File: src/hdl/tkirq_pkg.sv
// Constants, register map and state type of the touch interrupt aggregator.
// Assumes byte-wide register access from the serial port logic outside.
package tkirq_pkg;

    // ==========================================================
    // Sizes
    localparam int TKIRQ_NGPIO = 16;
    localparam int TKIRQ_NPWM  = 8;

    // ==========================================================
    // Register byte addresses
    localparam logic [7:0] TKIRQ_ADDR_CTRL    = 8'h06;
    localparam logic [7:0] TKIRQ_ADDR_SUM_STA = 8'h08;
    localparam logic [7:0] TKIRQ_ADDR_SUM_EN  = 8'h09;
    localparam logic [7:0] TKIRQ_ADDR_PC_STA  = 8'h0a;
    localparam logic [7:0] TKIRQ_ADDR_PC_STAH = 8'h0b;
    localparam logic [7:0] TKIRQ_ADDR_PC_EN   = 8'h0c;
    localparam logic [7:0] TKIRQ_ADDR_PC_ENH  = 8'h0d;
    localparam logic [7:0] TKIRQ_ADDR_PWM_STA = 8'h0e;
    localparam logic [7:0] TKIRQ_ADDR_PWM_EN  = 8'h0f;

    // ==========================================================
    // Field positions
    localparam int TKIRQ_CTRL_EN   = 0;
    localparam int TKIRQ_CTRL_TYPE = 1;
    localparam int TKIRQ_CTRL_POL  = 2;
    localparam int TKIRQ_SUM_GPIO  = 7;
    localparam int TKIRQ_SUM_PWM   = 6;
    localparam int TKIRQ_SUM_WAKE  = 5;
    localparam int TKIRQ_SUM_ENV   = 4;
    localparam int TKIRQ_SUM_EOC   = 3;
    localparam int TKIRQ_SUM_TOUCH = 2;
    localparam int TKIRQ_SUM_RU2   = 1;
    localparam int TKIRQ_SUM_RU1   = 0;

    // ==========================================================
    // Reset values
    localparam logic [2:0]  TKIRQ_CTRL_RST = 3'h0;
    localparam logic [7:0]  TKIRQ_BYTE_RST = 8'h00;
    localparam logic [15:0] TKIRQ_WORD_RST = 16'h0000;
    localparam logic        TKIRQ_PIN_RST  = 1'b1;

    typedef struct packed {
        logic [2:0]              ctrl;
        logic [7:0]              sum_sta;
        logic [7:0]              sum_en;
        logic [TKIRQ_NGPIO-1:0]  pc_en;
        logic [TKIRQ_NPWM-1:0]   pwm_en;
        logic [TKIRQ_NGPIO-1:0]  pin_prev;
        logic                    prev_valid;
        logic                    req_prev;
        logic                    irq_pin;
        logic [7:0]              rdata;
    } tkirq_state_t;

endpackage : tkirq_pkg

File: src/hdl/tkirq_bank_if.sv
// Carrier between the aggregator and one per-channel flag bank.
// Assumes both ends run on the same clock.
`timescale 1ns/10ps
interface tkirq_bank_if #(parameter int W = 8);
    logic [W-1:0] set;
    logic [W-1:0] clr;
    logic [W-1:0] en;
    logic [W-1:0] flags;
    logic         hit;

    modport owner (input set, input clr, input en, output flags, output hit);
    modport user  (output set, output clr, output en, input flags, input hit);
endinterface : tkirq_bank_if

File: src/hdl/tkirq_flag_bank.sv
// Sticky per-channel flags, hardware set, write-one-to-clear.
// Assumes set and clear arrive as one-cycle vectors from the aggregator.
`timescale 1ns/10ps
module tkirq_flag_bank #(
    parameter int W = 8
) (
    input wire logic        sys_clk, // System clock
    input wire logic        rstn,    // Synchronous reset, active low
    input wire logic        ce,      // Clock enable
    tkirq_bank_if.owner     bank     // Flag bank carrier
);

    typedef struct packed {
        logic [W-1:0] flags;
    } tkirq_bank_st_t;

    tkirq_bank_st_t st_q;
    tkirq_bank_st_t st_d;
    logic [W-1:0]   nxt;

    // ==========================================================
    // Per-bit next value, set wins over clear
    for (genvar i = 0; i < W; i++) begin : g_bit
        assign nxt[i] = bank.set[i] | (st_q.flags[i] & ~bank.clr[i]);
    end

    assign bank.flags = st_q.flags;
    assign bank.hit   = |(bank.set & bank.en);

    always_comb begin
        st_d = st_q;
        if (ce) begin
            st_d.flags = nxt;
        end
    end

    always_ff @(posedge sys_clk) begin
        if (!rstn) begin
            st_q <= '0;
        end else begin
            st_q <= st_d;
        end
    end
endmodule : tkirq_flag_bank

File: src/hdl/tkirq_aggregator.sv
// Interrupt aggregator of a capacitive touch controller: summary and
// per-channel flags, enables and the configurable host interrupt line.
// Assumes byte register accesses from the serial port logic, event inputs
// as one-cycle pulses and GPIO inputs synchronous to sys_clk.
//
// What this block does
// - Interrupt pin is active low when polarity bit is 0, high when 1.
// - Trigger-kind bit 0 gives a level interrupt, 1 gives an edge.
// - Output asserts only while master enable bit 0 is set.
// - Summary bits 7..0: GPIO, PWM, wake, env, cal done, touch, RE2, RE1.
// - Writing one clears a summary flag; zero leaves it.
// - Summary bit 7 sets on a pin-change event of a GPIO channel whose pin-change enable bit is set.
// - Summary bit 6 sets when a PWM channel whose PWM-done enable bit is set finishes its sequence.
// - Summary bit 5 sets on leaving sleep or hibernate.
// - Summary bit 4 sets on stuck calibration or tuning out of range.
// - Summary bit 3 sets when a host calibration completes.
// - Summary bit 2 sets when a touch key touch is detected.
// - Summary bits 1 and 0 set on ratio engine 2 and 1 events.
// - Summary enable mirrors status layout; one lets a source interrupt.
// - Touch key filter data is active only while touch enable is set.
// - Pin-change bit sets when an input GPIO changes state.
// - Writing one clears a pin-change bit; zero leaves it.
// - Pin-change enable bits let matching GPIO events interrupt.
// - PWM-done bit sets on sequence end; write one clears it.
// - PWM-done enable bits let matching channels interrupt.
`timescale 1ns/10ps
module tkirq_aggregator
    import tkirq_pkg::*;
(
    input  wire logic                   sys_clk,        // 100 MHz clock
    input  wire logic                   rstn,           // Sync reset
    input  wire logic                   ce,             // Clock enable
    input  wire logic [7:0]             reg_addr,       // Register address
    input  wire logic                   reg_wr,         // Write strobe
    input  wire logic [7:0]             reg_wdata,      // Write data
    input  wire logic                   reg_rd,         // Read strobe
    output wire logic [7:0]             reg_rdata,      // Read data
    input  wire logic [TKIRQ_NGPIO-1:0] gpio_pin_in,    // GPIO pin levels
    input  wire logic [TKIRQ_NGPIO-1:0] gpio_dir_out,   // 1: pin is output
    input  wire logic [TKIRQ_NPWM-1:0]  pwm_seq_done,   // Sequence end
    input  wire logic                   wake_evt,       // Left sleep
    input  wire logic                   cal_stuck_evt,  // Calib stuck
    input  wire logic                   tune_range_evt, // Tuning range
    input  wire logic                   cal_done_evt,   // Calib complete
    input  wire logic                   touch_evt,      // Key touched
    input  wire logic                   ratio_unit2_event, // Engine 2
    input  wire logic                   ratio_unit1_event, // Engine 1
    output wire logic                   irq_out,        // Host interrupt
    output wire logic                   touch_filter_en // Key filter on
);

    tkirq_state_t st_q;
    tkirq_state_t st_d;

    tkirq_bank_if #(.W(TKIRQ_NGPIO)) pc_bank ();
    tkirq_bank_if #(.W(TKIRQ_NPWM))  pwm_bank ();

    logic       wr_ctrl;
    logic       wr_sum_sta;
    logic       wr_sum_en;
    logic       wr_pc_lo;
    logic       wr_pc_hi;
    logic       wr_pce_lo;
    logic       wr_pce_hi;
    logic       wr_pwm_sta;
    logic       wr_pwm_en;
    logic [7:0] sum_set;
    logic [7:0] sum_clr;
    logic       req;
    logic       irq_act;
    logic       irq_pol;
    logic       edge_mode;
    logic [7:0] rd_mux;

    // ==========================================================
    // Register write decode
    always_comb begin
        wr_ctrl    = reg_wr && (reg_addr == TKIRQ_ADDR_CTRL);
        wr_sum_sta = reg_wr && (reg_addr == TKIRQ_ADDR_SUM_STA);
        wr_sum_en  = reg_wr && (reg_addr == TKIRQ_ADDR_SUM_EN);
        wr_pc_lo   = reg_wr && (reg_addr == TKIRQ_ADDR_PC_STA);
        wr_pc_hi   = reg_wr && (reg_addr == TKIRQ_ADDR_PC_STAH);
        wr_pce_lo  = reg_wr && (reg_addr == TKIRQ_ADDR_PC_EN);
        wr_pce_hi  = reg_wr && (reg_addr == TKIRQ_ADDR_PC_ENH);
        wr_pwm_sta = reg_wr && (reg_addr == TKIRQ_ADDR_PWM_STA);
        wr_pwm_en  = reg_wr && (reg_addr == TKIRQ_ADDR_PWM_EN);
    end

    // ==========================================================
    // Per-channel banks
    assign pc_bank.set = st_q.prev_valid
                       ? ((gpio_pin_in ^ st_q.pin_prev) & ~gpio_dir_out)
                       : TKIRQ_WORD_RST;
    assign pc_bank.clr = {wr_pc_hi ? reg_wdata : TKIRQ_BYTE_RST,
                          wr_pc_lo ? reg_wdata : TKIRQ_BYTE_RST};
    assign pc_bank.en  = st_q.pc_en;

    assign pwm_bank.set = pwm_seq_done;
    assign pwm_bank.clr = wr_pwm_sta ? reg_wdata : TKIRQ_BYTE_RST;
    assign pwm_bank.en  = st_q.pwm_en;

    tkirq_flag_bank #(.W(TKIRQ_NGPIO)) u_pc_bank (
        .sys_clk (sys_clk),
        .rstn    (rstn),
        .ce      (ce),
        .bank    (pc_bank)
    );

    tkirq_flag_bank #(.W(TKIRQ_NPWM)) u_pwm_bank (
        .sys_clk (sys_clk),
        .rstn    (rstn),
        .ce      (ce),
        .bank    (pwm_bank)
    );

    // ==========================================================
    // Summary sources
    always_comb begin
        sum_set                  = TKIRQ_BYTE_RST;
        sum_set[TKIRQ_SUM_GPIO]  = pc_bank.hit;
        sum_set[TKIRQ_SUM_PWM]   = pwm_bank.hit;
        sum_set[TKIRQ_SUM_WAKE]  = wake_evt;
        sum_set[TKIRQ_SUM_ENV]   = cal_stuck_evt | tune_range_evt;
        sum_set[TKIRQ_SUM_EOC]   = cal_done_evt;
        sum_set[TKIRQ_SUM_TOUCH] = touch_evt;
        sum_set[TKIRQ_SUM_RU2]   = ratio_unit2_event;
        sum_set[TKIRQ_SUM_RU1]   = ratio_unit1_event;
        sum_clr = wr_sum_sta ? reg_wdata : TKIRQ_BYTE_RST;
    end

    // ==========================================================
    // Interrupt request and pin
    assign irq_pol   = st_q.ctrl[TKIRQ_CTRL_POL];
    assign edge_mode = st_q.ctrl[TKIRQ_CTRL_TYPE];
    assign req       = st_q.ctrl[TKIRQ_CTRL_EN]
                     && |(st_q.sum_sta & st_q.sum_en);
    assign irq_act   = edge_mode ? (req && !st_q.req_prev) : req;

    // ==========================================================
    // Read data mux
    always_comb begin
        case (reg_addr)
            TKIRQ_ADDR_CTRL:    rd_mux = {5'h00, st_q.ctrl};
            TKIRQ_ADDR_SUM_STA: rd_mux = st_q.sum_sta;
            TKIRQ_ADDR_SUM_EN:  rd_mux = st_q.sum_en;
            TKIRQ_ADDR_PC_STA:  rd_mux = pc_bank.flags[7:0];
            TKIRQ_ADDR_PC_STAH: rd_mux = pc_bank.flags[15:8];
            TKIRQ_ADDR_PC_EN:   rd_mux = st_q.pc_en[7:0];
            TKIRQ_ADDR_PC_ENH:  rd_mux = st_q.pc_en[15:8];
            TKIRQ_ADDR_PWM_STA: rd_mux = pwm_bank.flags;
            TKIRQ_ADDR_PWM_EN:  rd_mux = st_q.pwm_en;
            default:            rd_mux = TKIRQ_BYTE_RST;
        endcase
    end

    // ==========================================================
    // Next state
    always_comb begin
        st_d = st_q;
        if (ce) begin
            if (wr_ctrl) begin
                st_d.ctrl = reg_wdata[2:0];
            end
            if (wr_sum_en) begin
                st_d.sum_en = reg_wdata;
            end
            if (wr_pce_lo) begin
                st_d.pc_en[7:0] = reg_wdata;
            end
            if (wr_pce_hi) begin
                st_d.pc_en[15:8] = reg_wdata;
            end
            if (wr_pwm_en) begin
                st_d.pwm_en = reg_wdata;
            end
            if (reg_rd) begin
                st_d.rdata = rd_mux;
            end
            st_d.sum_sta    = sum_set | (st_q.sum_sta & ~sum_clr);
            st_d.pin_prev   = gpio_pin_in;
            st_d.prev_valid = 1'b1;
            st_d.req_prev   = req;
            st_d.irq_pin    = irq_pol ? irq_act : !irq_act;
        end
    end

    always_ff @(posedge sys_clk) begin
        if (!rstn) begin
            st_q.ctrl       <= TKIRQ_CTRL_RST;
            st_q.sum_sta    <= TKIRQ_BYTE_RST;
            st_q.sum_en     <= TKIRQ_BYTE_RST;
            st_q.pc_en      <= TKIRQ_WORD_RST;
            st_q.pwm_en     <= TKIRQ_BYTE_RST;
            st_q.pin_prev   <= TKIRQ_WORD_RST;
            st_q.prev_valid <= 1'b0;
            st_q.req_prev   <= 1'b0;
            st_q.irq_pin    <= TKIRQ_PIN_RST;
            st_q.rdata      <= TKIRQ_BYTE_RST;
        end else begin
            st_q <= st_d;
        end
    end

    assign irq_out         = st_q.irq_pin;
    assign reg_rdata       = st_q.rdata;
    assign touch_filter_en = st_q.sum_en[TKIRQ_SUM_TOUCH];
endmodule : tkirq_aggregator

File: config.mk
export PLATFORM = sky130hd
export DESIGN_NAME = tkirq_aggregator
export DESIGN_NICKNAME = d
export VERILOG_FILES = /design/src/hdl/tkirq_pkg.sv /design/src/hdl/tkirq_bank_if.sv /design/src/hdl/tkirq_flag_bank.sv /design/src/hdl/tkirq_aggregator.sv
export SDC_FILE = /design/constraint.sdc
export NUM_CORES = 1
export LEC_CHECK = 0
export BUFFER_PORTS_ARGS = -buffer_cell sky130_fd_sc_hd__buf_2
export CAP_MARGIN = 20
export CORE_UTILIZATION = 40
export DETAILED_ROUTE_END_ITERATION = 7
export PLACE_DENSITY = 0.66
export SLEW_MARGIN = 15
export SYNTH_ARGS = -nofsm -noshare
export SYNTH_HDL_FRONTEND = slang
export SYNTH_HIERARCHICAL = 1
export SYNTH_SLANG_ARGS = --single-unit
File: constraint.sdc
create_clock -name sys_clk -period 3 [get_ports sys_clk]
set_clock_uncertainty 0.2 [all_clocks]
set_input_delay 0.9 -clock sys_clk [delete_from_list [all_inputs] [get_ports sys_clk]]
set_output_delay 0.9 -clock sys_clk [all_outputs]
set_load 0.005 [all_outputs]
After elaboration in Yosys (flattened, before gate mapping). Cells that the tools add are included.

Bits in registers: 94. Bits in latches: 0. Bits in writable memories: 0. Bits in read-only memories: 0. Input bits: 68. Output and inout port bits: 10. Memories kept: 0.

Add/sub/neg operators: 0. Multiply operators: 0. Div/mod/pow operators: 0. Magnitude comparators: 0. Equality and inequality tests: 9. Shifts and indexed selects: 0. Muxes and demuxes: 8. Bitwise operators: 82. Reduce and logical (&&, ||, !) cells: 22.

Operators with widths (number): one-hot mux 8 bit (9 select lines) (1); equality test 8 x 4 -> 1 bit, second input constant (8); AND 16 bit (2); two-way mux 8 bit (4); bitwise OR 1 bit (25); AND 1 bit (24); AND 8 bit (3); inverter 1 bit (24); two-way mux 16 bit (1); inverter 16 bit (1); OR reduction 16 bit (1); OR reduction 8 bit (2); XOR 16 bit (1); AND reduction 2 bit (6); logical AND 1 bit (11); equality test 8 x 3 -> 1 bit, second input constant (1); inverter 8 bit (1); bitwise OR 8 bit (1); zero test 1 bit (2); two-way mux 1 bit (2).

Logic depth before layout (Yosys ltp).
Word-level depth: 7. Mapped depth: 8.

Hierarchy. Netlist, hierarchy kept.

Modules (own cells, without submodules): tkirq_aggregator (times used 1, cells each 426, area each 3956.3 µm², sequential area each 1401.3 µm²); tkirq_flag_bank at u_pc_bank (times used 1, cells each 77, area each 724.4 µm², sequential area each 320.3 µm²); tkirq_flag_bank at u_pwm_bank (times used 1, cells each 39, area each 396.6 µm², sequential area each 160.2 µm²).

Worst setup path after synthesis. OpenSTA, ideal clock, no wires.

Kind: input -> register. From: input reg_addr[5]. To: register st_q (netlist bit pc_bank.en[10]). Data arrival time: 2.443 ns. Required time: 2.684 ns. Slack: 0.241 ns. Stages: 6. Buffers on the path: 2. Path through: or4_4 > buf_6 > or4_1 > buf_2 > mux2i_1 > nor2b_1.

Cells in the longest elaborated chain, start to end: 3.

RTL lines: start: declaration (line tkirq_aggregator.sv:33) `input wire logic [7:0] reg_addr,`; equality test 8 x 4 -> 1 bit (line tkirq_aggregator.sv:84) `wr_pce_hi = reg_wr && (reg_addr == TKIRQ_ADDR_PC_ENH);`; logical AND 1 bit (line tkirq_aggregator.sv:84); AND reduction 2 bit (no source line); end signal: assignment (line tkirq_aggregator.sv:200) `st_q <= st_d;`; end: declaration (line tkirq_aggregator.sv:52) `tkirq_state_t st_q;`.

Every way passes these cells. A chain may end at the register's enable or synchronous reset.

Final worst setup path.
From: input reg_addr[5]. To: register st_q (netlist bit pc_bank.en[3]).

Cells in the longest elaborated chain, start to end: 3.

RTL lines: equality test 8 x 4 -> 1 bit (line tkirq_aggregator.sv:83) `wr_pce_lo = reg_wr && (reg_addr == TKIRQ_ADDR_PC_EN);`; logical AND 1 bit (line tkirq_aggregator.sv:83); AND reduction 2 bit (no source line).

Every way passes these cells.

==> run summary <==
Summed over all layers, the routed wires come to 14.5 mm. The number of global-route vias before repair is 4288, and the detail-routed net length per standard cell is 18.6 µm. The time the final worst path needs with I/O delays and setup is 2.48 ns, and the number of inserted filler cells in the final layout is 1222.

The tools report the pre-CTS setup slack as 0.168 ns. For the count of different cell masters after synthesis, the log shows 52. The worst hold path begins at reg_rdata[6].

The clock-pin transition on the worst setup and hold timing paths is 0.06 ns, and the final count of pins violating max slew is 0. The share of synthesized area in the top cell type comes to 37.1%. The mapped netlist covers 5080 µm². The HPWL after detailed placement is 10.5 mm.

After layout, the worst setup slack is 0.517 ns. For hold timing, the worst endpoint is reg_rdata[6]. The tools report the startpoint kind of the worst setup timing path as an input port.

At the later pin of the worst-skew pair, clock insertion delay measures 0.35 ns. The min-delay analysis places its worst path in the category reg2reg. The logs give 2.17 nW for the static leakage and 0 for the post-cts sizing count.

After detailed routing, the number of vias per cell comes to 5.68. Leaving out fill and tap cells, the most frequent cell in the layout is sky130_fd_sc_hd__dfxtp_1. Setup repair after global routing left no endpoint under its margin. For the setup TNS, the log shows 0 ns.

The post-CTS setup buffer count is 0, and the share of cell area taken by muxes after synthesis is 14.8%. In this run, synthesis produced a sequential element count of 94. Of all flip-flops after synthesis, the portion carrying an async set or reset was 0%. The clock passes through at most 2 buffers. The tools report the effective utilization at floorplan as 41.6%.

The post-route fraction of the period consumed by the critical path was 82.8%. Summing the areas of all fa, ha and maj instances in the mapped netlist gives 0% of the synthesized area. Hold repair after CTS inserted 0 buffers. The first TritonRoute pass finished after 5 iterations.

The CTS H-tree depth came out at 3. TritonCTS built the clock tree. The run gives 0 as the number of failing setup endpoints in the final timing report.

At the end of routability-driven placement, the weighted congestion stood at 0.888. The synthesized design spends more area on one cell type than any other, namely sky130_fd_sc_hd__dfxtp_1. For this design the ratio of total power to cell area is 480 nW/µm².

The worst hold path was traced through 2 stages. The count of flip-flops with a built-in enable after synthesis was 0. Sorting the synthesized cells by area gives the leading types as sky130_fd_sc_hd__dfxtp_1, sky130_fd_sc_hd__mux2i_1, sky130_fd_sc_hd__nor2b_1.

The run finished with clean final reports. The startpoint of the most critical setup path was reg_addr[5]. The I/O pin total was 78. The die is 115 µm wide.

In this run the remaining antenna-violating nets after routing total 0. The logs give 0 for the max capacitance violation total and 2.52 ns for the arrival time reported for the critical path endpoint. Chip height: 115 µm. Total overflow reported by the global router: 0.

The net count after synthesis is 610, and the number of failing hold endpoints at the final stage is 0. Synthesized area per cell: 9.37 µm². The run gives 0 as the count of inserted antenna diode cells. The tools report the floorplan core area as 12200 µm². Counting cells, the worst reg-to-reg path comes to 6. The routed layout has 4421 vias.

Summing the sequential cell areas from Yosys gives 37.1% of the chip area. The setup slack of the most critical reg-to-reg path was 0.94 ns; the number of rows in the core area was 40. STA classifies the critical path endpoint as a flop. During synthesis, Yosys emitted a total of 6 warnings.

The xor-xnor portion of the synthesized cell area is 2.76%. In the layout the commonest cells are sky130_fd_sc_hd__dfxtp_1, sky130_fd_sc_hd__buf_2, sky130_fd_sc_hd__nor2b_1, sky130_fd_sc_hd__mux2i_1, sky130_fd_sc_hd__nand2_1. During placement, the flow inserted port buffers numbering 77. The DRC marker count from the first detailed-route iteration was 416; the number of remaining DRC errors was 0. Timing would allow up to 403 MHz. Transition time at the pin with the least slew margin: 0.592 ns. The post-synthesis simple-gate area fraction is 23.9%, and the share of cells above drive strength 1 is 22.4%.

At the worst endpoint, the required time is 3.04 ns. The highest ir drop seen on vdd was 266 µV; the worst slew margin relative to its limit was 60.5%. Synthesized-area fraction occupied by ao, oa, aoi and oai cells: 15.6%. The relative area change from synthesis to final layout is 17.4%, and the largest net degree at the start of global routing is 97.

The most used flip-flop cell after synthesis is sky130_fd_sc_hd__dfxtp_1. The first global-routing pass estimated 22.7 mm of wire. The die covers 13100 µm².

Worst flop-to-flop path startpoint: st_q[10]. Counting every sink on the clock net gives 94. After synthesis, the largest family of logic cells by area is simple AND/OR/NAND/NOR gates.

The total clock buffers created by CTS came out at 9. The class of the most critical setup path is in2reg. In the final design database the tool counted 674 nets.

The top fanout value on the critical path is 8. The tools report the number of antenna violations at the first check in global routing as 0. The endpoint of the worst register-to-register path was st_q[66]. The tools report the root cell of the clock tree as sky130_fd_sc_hd__clkbuf_16. The logs give 542 for the number of standard cells after synthesis and 22.8% for the global-route usage over all layers.
==> logic make-up after synthesis <==
family,after synthesis
flops,94
buf+inv,58
xor+xnor,16
simple gates,197
compound gates,107
mux,70
==> critical path: stages <==
cell	delay, ns
sky130_fd_sc_hd__buf_2	0.11
sky130_fd_sc_hd__or4_4	0.54
sky130_fd_sc_hd__buf_4	0.20
sky130_fd_sc_hd__nor4_4	0.31
sky130_fd_sc_hd__buf_12	0.18
sky130_fd_sc_hd__mux2i_1	0.20
sky130_fd_sc_hd__nor2b_1	0.07
==> through the flow <==
step | hold slack (ns) | cells | total power (W) | area (µm²) | utilization (%)
after floorplan | 0.245 | 542 | 0.00152 | 5080 | -
after global placement | 0.255 | 763 | 0.00164 | 5640 | 46.2
after detailed placement | 0.257 | 763 | 0.00165 | 5640 | 46.2
after CTS | 0.272 | 779 | 0.00287 | 5960 | 48.8
after global routing | 0.302 | 779 | 0.00294 | 5960 | 48.8
final | 0.266 | 779 | 0.00286 | 5960 | 48.8
==> routing by layer <==
metal	GRT usage (%)	wire [µm]
met5	0	0
met2	37.0	6850
met1	29.7	6450
met3	3.92	845
met4	10.0	312
==> Yosys cell counts (8+ instances only) <==
cell type                  count
sky130_fd_sc_hd__dfxtp_1      94
sky130_fd_sc_hd__nor2b_1      68
sky130_fd_sc_hd__mux2i_1      65
sky130_fd_sc_hd__nand2_1      41
sky130_fd_sc_hd__a22oi_1      23
sky130_fd_sc_hd__clkbuf_1     23
sky130_fd_sc_hd__o21ai_0      22
sky130_fd_sc_hd__nor3b_1      16
sky130_fd_sc_hd__nor4_1       16
sky130_fd_sc_hd__xnor2_1      16
sky130_fd_sc_hd__a21boi_0     15
sky130_fd_sc_hd__inv_1        14
sky130_fd_sc_hd__nand3_1       9
sky130_fd_sc_hd__nor3_1        9
sky130_fd_sc_hd__buf_4         8
==> final cells by class <==
cell class / count / area (µm²) / share of cell area (%)
Inverter: 14 / 52.6 / 0.882
Sequential cell: 94 / 1880 / 31.6
Clock buffer: 13 / 250 / 4.20
Clock inverter: 3 / 67.6 / 1.13
Tap cell: 168 / 210 / 3.53
Multi-Input combinational cell: 390 / 2900 / 48.6
Timing Repair Buffer: 97 / 598 / 10.0
==> sequential cells by signal (all words and copies together), names as in the netlist, 8 cells and up <==
register               flops
st_q                      34
pwm_bank.en                8
u_pwm_bank/bank.flags      8
reg_rdata                  8
u_pc_bank/bank.flags      16
pc_bank.en                16
==> power breakdown <==
group | total [W] | internal, W | switching (W)
Combinational | 0.000312 | 0.000139 | 0.000173
Sequential | 0.00131 | 0.00128 | 0.0000269
Clock | 0.00124 | 0.000755 | 0.000483
Total | 0.00286 | 0.00218 | 0.000682
==> how the worst max path moves through the flow <==
stage,end,slack [ns],cells after the start
final,pc_bank.en[3],0.52,7
after global routing,reg_rdata[1],0.39,5
after CTS,pwm_bank.en[2],0.52,7
after detailed placement,pc_bank.en[14],0.17,6
after global placement,pwm_bank.en[6],0.17,7
after floorplan,pc_bank.en[10],0.24,6
Note: power is estimated with default switching activity, not from simulation.
